==> src/verilog/bpp_pkg.sv <==
/*
  Package for the bidirectional port with pull-up: widths and reset values.
  Assumes a single clock domain and an active-low asynchronous reset.
*/
package bpp_pkg;
  // ****************************************
  // Widths and reset values
  // ****************************************
  localparam int PORT_WIDTH = 8;
  localparam logic [7:0] DIR_RESET = 8'h00;
  localparam logic [7:0] LATCH_RESET = 8'h00;
  localparam logic [7:0] PULL_RESET = 8'h00;
  localparam logic [2:0] SYNC_RESET = 3'h0;
endpackage : bpp_pkg

==> src/verilog/bpp_pin_sync.sv <==
/*
  Three-stage input synchroniser for one pin; a change is accepted once
  the second and third stages agree.
  Assumes the pin is asynchronous to clk.
*/
`timescale 1ns/100ps
`default_nettype none
module bpp_pin_sync (
  // Clock and reset
  input wire logic clk,
  input wire logic arst_n,
  // Pin and filtered level
  input wire logic pinIn,
  output logic level
);
  // ****************************************
  // Synchroniser stages
  // ****************************************
  logic [2:0] stages;
  logic [2:0] next_stages;
  logic next_level;

  always_comb begin
    next_stages = {stages[1:0], pinIn};
    next_level = level;
    if (stages[1] == stages[2]) begin
      next_level = stages[2];
    end
  end

  always_ff @(posedge clk or negedge arst_n) begin
    if (!arst_n) begin
      stages <= bpp_pkg::SYNC_RESET;
      level <= 1'b0;
    end else begin
      stages <= next_stages;
      level <= next_level;
    end
  end
endmodule : bpp_pin_sync
`default_nettype wire

==> src/verilog/bpp_port.sv <==
/*
  Bidirectional I/O port: data latch, write-only direction register,
  pull-up control, and read mux of pin level or latch per bit.
  Assumes the processor side is synchronous to clk and the pins are not.
*/
`timescale 1ns/100ps
`default_nettype none
// What this block does
// - A bit's pull-up is connected only while that bit is an input.
// - A port read returns the synchronised pin level for input bits.
// - A port read returns the latch value for output bits.
// - The latch keeps its data across any direction change.
// - The direction register is write-only and has no read path.
// - After reset every bit is an input with its driver off.
// - An input bit has its output driver turned off.
module bpp_port #(
  parameter int WIDTH = bpp_pkg::PORT_WIDTH
) (
  // Clock and reset
  input wire logic clk,
  input wire logic arst_n,
  // Processor side
  input wire logic dataWrite,
  input wire logic [WIDTH-1:0] dataIn,
  input wire logic dirWrite,
  input wire logic [WIDTH-1:0] dirIn,
  input wire logic pullWrite,
  input wire logic [WIDTH-1:0] pullIn,
  output logic [WIDTH-1:0] dataOut,
  // Pins
  input wire logic [WIDTH-1:0] pinIn,
  output logic [WIDTH-1:0] pinOut,
  output logic [WIDTH-1:0] pinOe,
  output logic [WIDTH-1:0] pullUpOn
);
  // ****************************************
  // Parameter check
  // ****************************************
  // Port words are at most one byte wide
  if (WIDTH < 1 || WIDTH > 8) begin : gBadWidth
    $error("bpp_port: WIDTH must be 1 to 8");
  end

  // ****************************************
  // Helper functions
  // ****************************************
  // Load a register on its write strobe, else hold
  function automatic logic [WIDTH-1:0] loadOrHold(
    input logic strobe,
    input logic [WIDTH-1:0] newValue,
    input logic [WIDTH-1:0] oldValue
  );
    logic [WIDTH-1:0] result;
    result = oldValue;
    if (strobe) begin
      result = newValue;
    end
    return result;
  endfunction : loadOrHold

  // Per bit: direction one picks outBits, zero picks inBits
  function automatic logic [WIDTH-1:0] selectByDir(
    input logic [WIDTH-1:0] dirBits,
    input logic [WIDTH-1:0] inBits,
    input logic [WIDTH-1:0] outBits
  );
    logic [WIDTH-1:0] result;
    result = (inBits & ~dirBits) | (outBits & dirBits);
    return result;
  endfunction : selectByDir

  // ****************************************
  // Pin synchronisers
  // ****************************************
  logic [WIDTH-1:0] pinLevel;

  for (genvar i = 0; i < WIDTH; i++) begin : gSync
    bpp_pin_sync uSync (
      .clk(clk),
      .arst_n(arst_n),
      .pinIn(pinIn[i]),
      .level(pinLevel[i])
    );
  end

  // ****************************************
  // Port latch
  // ****************************************
  // Untouched by direction writes, so data survives mode changes
  logic [WIDTH-1:0] latch;
  logic [WIDTH-1:0] next_latch;

  always_comb begin
    next_latch = loadOrHold(dataWrite, dataIn, latch);
  end

  always_ff @(posedge clk or negedge arst_n) begin
    if (!arst_n) begin
      latch <= bpp_pkg::LATCH_RESET[WIDTH-1:0];
    end else begin
      latch <= next_latch;
    end
  end

  // ****************************************
  // Direction register
  // ****************************************
  // Write-only: nothing below routes it to dataOut
  logic [WIDTH-1:0] dir;
  logic [WIDTH-1:0] next_dir;

  always_comb begin
    next_dir = loadOrHold(dirWrite, dirIn, dir);
  end

  always_ff @(posedge clk or negedge arst_n) begin
    if (!arst_n) begin
      dir <= bpp_pkg::DIR_RESET[WIDTH-1:0];
    end else begin
      dir <= next_dir;
    end
  end

  // ****************************************
  // Pull-up control register
  // ****************************************
  logic [WIDTH-1:0] pull;
  logic [WIDTH-1:0] next_pull;

  always_comb begin
    next_pull = loadOrHold(pullWrite, pullIn, pull);
  end

  always_ff @(posedge clk or negedge arst_n) begin
    if (!arst_n) begin
      pull <= bpp_pkg::PULL_RESET[WIDTH-1:0];
    end else begin
      pull <= next_pull;
    end
  end

  // ****************************************
  // Pin drive
  // ****************************************
  // Built from next values so pins follow the write edge
  logic [WIDTH-1:0] next_pinOut;
  logic [WIDTH-1:0] next_pinOe;

  always_comb begin
    next_pinOut = next_latch;
    next_pinOe = next_dir;
  end

  always_ff @(posedge clk or negedge arst_n) begin
    if (!arst_n) begin
      pinOut <= bpp_pkg::LATCH_RESET[WIDTH-1:0];
      pinOe <= bpp_pkg::DIR_RESET[WIDTH-1:0];
    end else begin
      pinOut <= next_pinOut;
      pinOe <= next_pinOe;
    end
  end

  // ****************************************
  // Pull-up drive
  // ****************************************
  // Output bits never get a pull-up, whatever pull holds
  logic [WIDTH-1:0] next_pullUpOn;

  always_comb begin
    next_pullUpOn = selectByDir(next_dir, next_pull, '0);
  end

  always_ff @(posedge clk or negedge arst_n) begin
    if (!arst_n) begin
      pullUpOn <= '0;
    end else begin
      pullUpOn <= next_pullUpOn;
    end
  end

  // ****************************************
  // Port read
  // ****************************************
  // Input bits show the pin, output bits show the latch
  logic [WIDTH-1:0] next_dataOut;

  always_comb begin
    next_dataOut = selectByDir(dir, pinLevel, latch);
  end

  always_ff @(posedge clk or negedge arst_n) begin
    if (!arst_n) begin
      dataOut <= '0;
    end else begin
      dataOut <= next_dataOut;
    end
  end
endmodule : bpp_port
`default_nettype wire
==> config.mk <==
export PLATFORM = sky130hd
export DESIGN_NAME = bpp_port
export DESIGN_NICKNAME = d
export VERILOG_FILES = /design/src/verilog/bpp_pkg.sv /design/src/verilog/bpp_pin_sync.sv /design/src/verilog/bpp_port.sv
export SDC_FILE = /design/constraint.sdc
export NUM_CORES = 1
export LEC_CHECK = 0
export ABC_CLOCK_PERIOD_IN_PS = 1100
export BUFFER_PORTS_ARGS = -buffer_cell sky130_fd_sc_hd__buf_4
export CELL_PAD_IN_SITES_DETAIL_PLACEMENT = 1
export CELL_PAD_IN_SITES_GLOBAL_PLACEMENT = 1
export CORE_UTILIZATION = 42
export CTS_CLUSTER_SIZE = 10
export DETAILED_ROUTE_END_ITERATION = 8
export HOLD_SLACK_MARGIN = 0.05
export PLACE_DENSITY = 0.86
export SYNTH_ARGS = -nofsm -noshare
export SYNTH_HDL_FRONTEND = slang
export SYNTH_SLANG_ARGS = --single-unit
export TNS_END_PERCENT = 1
==> constraint.sdc <==
create_clock -name clk -period 1.1 [get_ports clk]
set_input_delay 0.11 -clock clk [delete_from_list [all_inputs] [get_ports clk]]
set_output_delay 0.11 -clock clk [all_outputs]
set_load 0.02 [all_outputs]
[After elaboration in Yosys (flattened, before gate mapping)]
Cells that the tools add are included.
W data, S select, Z words.
Operators by class
  bitwise logic cells: 6
  eq/ne operators: 8
  multiplexer cells: 2
Operators by type and width (count)
  $and A8 B8 Y8: 3
  $mux W8: 2
  $not A8 Y8: 2
  $eq A1 B1 Y1: 8
  $or A8 B8 Y8: 1
Word-level totals
  logic and storage cells: 37
  bits in registers: 72
  output and inout bits: 32
  input port bits: 37

[Logic depth before layout (Yosys ltp)]
Gate-level depths: netlist (run 1).
  depth in word-level cells: 3
  depth in mapped cells: 3
  mapped depth without buffers: 2

[Cells and area by module]
Synthesis (run 1) repeated with hierarchy kept, for this count alone.
Unflattened totals
  cell total of the unflattened synthesis: 123
  area, all modules: 2449.8 µm²
By module, submodules not included
  bpp_port: times used 1, area each 1559.0 µm², cells each 83, sequential area each 1001.0 µm²
  bpp_pin_sync: times used 8, area each 111.4 µm², cells each 5, sequential area each 100.1 µm²

[Worst setup path before layout (run 1)]
OpenSTA, ideal clock, no wires.
  path type: register -> register
  start point: register, netlist name pinOe[0]
  end point: register dataOut[0]
  data arrival time: 0.798 ns
  cell stages (with the launch flop): 2
  period minus slack after synthesis: 0.923 ns
  setup slack: 0.177 ns
  buffers on the path: 0
  setup time: 0.125 ns
  required time: 0.975 ns
  cell sequence: dfrtp_1 -> mux2_2
RTL lines
  to (signal assigned): RTL line bpp_port.sv:196  | dataOut <= next_dataOut;
  to (decl): RTL line bpp_port.sv:29  | output logic [WIDTH-1:0] dataOut,

[Worst setup path after layout (run 1)]
  start point: register pinOut[3]
  end point: output port pinOut[3]
RTL lines
  from (decl): RTL line bpp_port.sv:32  | output logic [WIDTH-1:0] pinOut,
  from (signal assigned): RTL line bpp_port.sv:156  | pinOut <= bpp_pkg::LATCH_RESET[WIDTH-1:0];
  from (signal assigned): RTL line bpp_port.sv:159  | pinOut <= next_pinOut;
No word-level cell between the ends.

==> flow_summary.yaml, run 1 <==
final_layout:
  layout-drive-gt1-share_pct: 51.9
  nNetsFinal: 271
  final_core_util_pct: 64.7
  diodes: 0
  syn_to_final_growth_pct: 46.8
  n_fill_cell: 508
  multi_input_area_um2: 611
  register_area_um2: 1800
synthesis:
  netlist_area_um2: 2440
  synth_top_area_cell: "dfrtp_1"
  ys_seq_area_share_pct: 73.8
  ys_types: 7
  synth_top_area_share_pct: 73.8
  synth.most_common_cell: "dfrtp_1"
  yosysWarnings: 0
  synth_edf_count: 0
  syn_area_per_cell_um2: 19.8
  synth_commonest_cells: "dfrtp_1, mux2_2, mux2_4"
  ys_seq_elements: 72
  synth_area_leaders: "dfrtp_1, mux2_4, mux2_2"
  ys_async_sr_fraction_pct: 100
  synthFlopType: "dfrtp_1"
  syn_nets: 160
  synthCells: 123
grt:
  grt_pass1_vias: 1726
  track_usage_pct: 20.9
  grt_pass1_wl_mm: 9.03
  grt_overflow: 0
  grt_max_degree: 28
  antenna_found_initial: 0
worst_setup_path:
  crit_chain: "buf_4"
  critPathMaxStageDelay_ns: 0.42
  critPathMaxFanout: 3
  path_buf_inv: 1
  cpLargestDelayFamily: "flip-flops"
  cp-start-kind: "flop"
  crit_slowest_cell: "dfrtp_1"
  worstSetupEndpointType: "output pin"
  crit_type: "reg -> out"
  cp_data_required_time_ns: 0.99
  arrival_ns: 0.93
placement:
  port_buffers: 68
  place_congestion: 0.688
  dpl.hpwl_mm: 3.40
clock_tree:
  postCtsSetupRepairBufs: 0
  numCtsBuffers: 9
  cts_sinks: 72
  cts_buffer_depth: 2
  hold_buffers: 33
  clock-root-buffer: "clkbuf_8"
  clkTransAtPathRegs_ns: 0.07
  cts-resized-gates: 0
  cts_tree: "built"
  htree_levels: 3
  clock_latency_ns: 0.34
run:
  max_cap_violations: 0
die:
  die-area_um2: 6120
  die_x_um: 78.2
  coreArea_um2: 5540
  top_level_ports: 69
  rows: 27
  start_util_pct: 44.0
  die_h_um: 78.2
timing:
  hold_slack_ns: 0.173
  worstMarginPinSlew_ns: 0.345
  period_needed_ns: 1.04
  slew_headroom_pct: 77.0
  fin_skew_ns: 0.00418
  drv_slew: 0
  finalHoldViolations: 0
  rsz0062_at_grt: "no"
  setup_viol: 0
  fmax_mhz: 961
  post-route-period-util_pct: 94.6
  finalSetupTns_ns: 0
pwr:
  power_mw: 6.10
  power_density_nw_per_um2: 1700
  p_leak_nw: 1.71
  irDropWorstVdd_mv: 0.958
route:
  dr_wl_met2_mm: 3.11
  post-route-drc-count: 0
  drt-met1-wl_mm: 2.17
  top_layer: "met4"
  wl_per_cell_um: 18.2
  met3_wirelength_um: 295
  via_per_inst: 4.61
  drtAntennaViolNets: 0
  drt_iter0_markers: 49
  postRouteWirelength_mm: 5.67
  dr.pass1.iters: 3
  vias: 1433
status:
  outcome: "completed"
min_path:
  hold_class: "in -> reg"
-- final timing paths --
check,startpoint,end,slack [ns],cells after the start
max reg2reg,pull[2]$_DFF_PN0_,pullUpOn[2]$_DFF_PN0_,0.19,2
min,dataWrite,pinOut[1]$_DFFE_PN0P_,0.17,2
max in group asynchronous,arst_n,gSync[6].uSync.stages[2]$_DFF_PN0_,0.41,3
min in group asynchronous,arst_n,pinOut[6]$_DFFE_PN0P_,0.23,2
min reg2reg,gSync[3].uSync.stages[0]$_DFF_PN0_,gSync[3].uSync.stages[1]$_DFF_PN0_,0.35,0
max,pinOut[3]$_DFFE_PN0P_,pinOut[3],0.06,1
-- cell type report --
cell class	instances	share of cell area, %
flip-flops and latches	72	50.3
repair buffers	103	24.6
multi-input cells	48	17.0
clock buffers	13	4.44
well taps	72	2.51
clock inverters	3	1.12
-- registers in the layout (all words and copies together), names as in the netlist --
register and flops:
pullUpOn 8, pinOut 8, gSync.uSync.stages 24, dataOut 8
pinOe 8, gSync.uSync.level 8, pull 8
-- per-stage QoR --
stage / instance area, µm² / worst slack, ns / cells
floorplan: 2440 / 0.177 / 123
global placement: 3050 / 0.239 / 262
detailed placement: 3050 / 0.211 / 262
CTS: 3580 / 0.0487 / 311
global route: 3580 / 0.0269 / 311
finish: 3580 / 0.0590 / 311
-- cells in the final DEF (no fill, tap or decap) --
cell type / netlist / layout
mux2_2: 16 / 16
clkbuf_8: 0 / 11
bufinv_16: 0 / 1
mux2_4: 16 / 16
clkbuf_1: 0 / 2
maj3_1: 8 / 8
dfrtp_1: 72 / 72
buf_4: 0 / 68
buf_12: 0 / 2
clkinv_2: 0 / 2
dlygate4sd3_1: 0 / 33
nor2b_4: 8 / 8
-- metal layers --
metal,up-vias,track usage (%)
li1,635,-
met1,737,23.0
met2,50,37.6
met3,11,5.47
met4,0,9.26
met5,-,0
-- kinds of logic after synthesis --
group / Yosys count / share of synthesized area, %
flops: 72 / 73.8
fa+ha+maj: 8 / 3.28
simple gates: 8 / 4.51
mux: 32 / 17.2
buf+inv: 3 / 1.13
-- report_power, final --
part	switching, mW	internal [mW]
registers	0.130	2.88
clock network	0.927	1.17
logic	0.442	0.553
Note: power is estimated with default switching activity, not from simulation.
==> run 2: changes to the inputs <==
Settings changed: CELL_PAD_IN_SITES_DETAIL_PLACEMENT 1 to not set, CELL_PAD_IN_SITES_GLOBAL_PLACEMENT 1 to not set, CORE_UTILIZATION 42 to 50.
==> run 2 against run 1 <==
  * Sequential share of layout area shrank 0.38 points
  * Sequential power is essentially flat
  * Cell count shrank 1.9%
  * Critical path type unchanged
  * Critical endpoint is now pinOe[3]
==> flow_summary.yaml, run 2 (synthesis results as in run 1) <==
status:
  outcome: "completed"
placement:
  place_congestion: 0.723
  dpl.hpwl_mm: 2.79
  port_buffers: 68
worst_setup_path:
  crit_chain: "buf_4"
  critPathMaxFanout: 3
  worstSetupEndpointType: "output pin"
  path_buf_inv: 1
  r2r_end: "pullUpOn[2]$_DFF_PN0_"
  cpLargestDelayFamily: "flip-flops"
  crit_slowest_cell: "dfrtp_1"
  crit_type: "reg -> out"
  reg2reg_from: "pinOe[2]$_DFF_PN0_"
  rr_worst_depth: 2
  cp_data_required_time_ns: 0.99
  reg2reg_setup_slack_ns: 0.21
  arrival_ns: 0.91
  cp-start-kind: "flop"
  critPathMaxStageDelay_ns: 0.41
die:
  die_h_um: 71.9
  die_x_um: 71.9
  rows: 25
  start_util_pct: 51.7
  die-area_um2: 5160
  coreArea_um2: 4720
  top_level_ports: 69
route:
  wl_per_cell_um: 15.9
  dr.pass1.iters: 4
  drt_iter0_markers: 68
  post-route-drc-count: 0
  vias: 1395
  via_per_inst: 4.57
  drtAntennaViolNets: 0
  postRouteWirelength_mm: 4.86
timing:
  post-route-period-util_pct: 93.0
  setup_viol: 0
  hold_slack_ns: 0.169
  fin_skew_ns: 0.00875
  finalHoldViolations: 0
  slew_headroom_pct: 79.4
  worstMarginPinSlew_ns: 0.309
  fmax_mhz: 978
  finalSetupTns_ns: 0
  period_needed_ns: 1.02
  drv_slew: 0
  rsz0062_at_grt: "no"
final_layout:
  n_fill_cell: 252
  nNetsFinal: 271
  final_common_cell: "dfrtp_1"
  syn_to_final_growth_pct: 47.9
  final_cell_mix: "dfrtp_1, buf_4, dlygate4sd3_1, mux2_4, mux2_2"
  regMostFlops: "gSync.uSync.stages"
  largest_reg_flops: 24
  diodes: 0
  layout-drive-gt1-share_pct: 52.5
clock_tree:
  cts_tree: "built"
  cts_buffer_depth: 2
  numCtsBuffers: 9
  htree_levels: 3
  hold_buffers: 33
  clock-root-buffer: "clkbuf_8"
  cts_sinks: 72
  cts-resized-gates: 0
  clkTransAtPathRegs_ns: 0.07
  postCtsSetupRepairBufs: 0
  clock_latency_ns: 0.33
grt:
  grt_pass1_vias: 1508
  grt_pass1_wl_mm: 7.58
  grt_max_degree: 28
  track_usage_pct: 20.7
  grt_overflow: 0
  antenna_found_initial: 0
min_path:
  hold_path.startpoint: "dataWrite"
  holdPathEnd: "pinOut[6]$_DFFE_PN0P_"
  hold_class: "in -> reg"
  worstHoldPathCells: 2
pwr:
  power_density_nw_per_um2: 1770
  irDropWorstVdd_mv: 0.881
  p_leak_nw: 1.72
run:
  max_cap_violations: 0
run 2: changes by cell type in the layout (fill, tap and decap cells not counted), sizes merged:
cell    before  now
clkbuf      13    9
clkinv       2    3
bufinv       1    3
run 2: final cells by class:
| cell class | count | area [µm²] | share of cell area, % |
|---|---|---|---|
| clock inverters | 6 | 109 | 3.02 |
| multi-input cells | 48 | 611 | 16.9 |
| repair buffers | 103 | 881 | 24.4 |
| clock buffers | 9 | 124 | 3.43 |
| well taps | 67 | 83.8 | 2.32 |
| flip-flops and latches | 72 | 1800 | 49.9 |
run 2: power by group:
group	internal (mW)	switching, mW
clock	1.49	0.921
combinational	0.553	0.439
sequential	2.88	0.122
total	4.92	1.48
run 2: stage by stage:
stage	power [mW]	worst slack (ns)	area, µm²	util (%)	cells
6_report	6.41	0.0772	3610	76.4	305
5_1_grt	6.64	0.0356	3610	76.4	305
4_1_cts	6.44	0.0649	3610	76.4	305
3_5_place_dp	3.93	0.221	3050	64.5	257
3_3_place_gp	3.90	0.253	3050	64.5	257
2_1_floorplan	3.49	0.177	2440	-	123
run 2: worst max path at each step:
stage                                            end  slack [ns]                          startpoint  cells after the start
floorplan                       dataOut[0]$_DFF_PN0_        0.18                  pinOe[0]$_DFF_PN0_                      1
global placement    gSync[1].uSync.level$_DFFE_PN0N_        0.25  gSync[1].uSync.stages[1]$_DFF_PN0_                      1
detailed placement  gSync[4].uSync.level$_DFFE_PN0N_        0.22    gSync[4].uSync.level$_DFFE_PN0N_                      1
CTS                                         pinOe[6]        0.06                  pinOe[6]$_DFF_PN0_                      1
global route                                pinOe[3]        0.04                  pinOe[3]$_DFF_PN0_                      1
finish                                      pinOe[3]        0.08                  pinOe[3]$_DFF_PN0_                      1
run 2: per-layer routing:
layer / track usage, % / share of wire, %
met1: 25.2 / 43
met2: 33.4 / 50
met3: 5.06 / 3.9
met4: 12.9 / 3.3
met5: 0 / 0
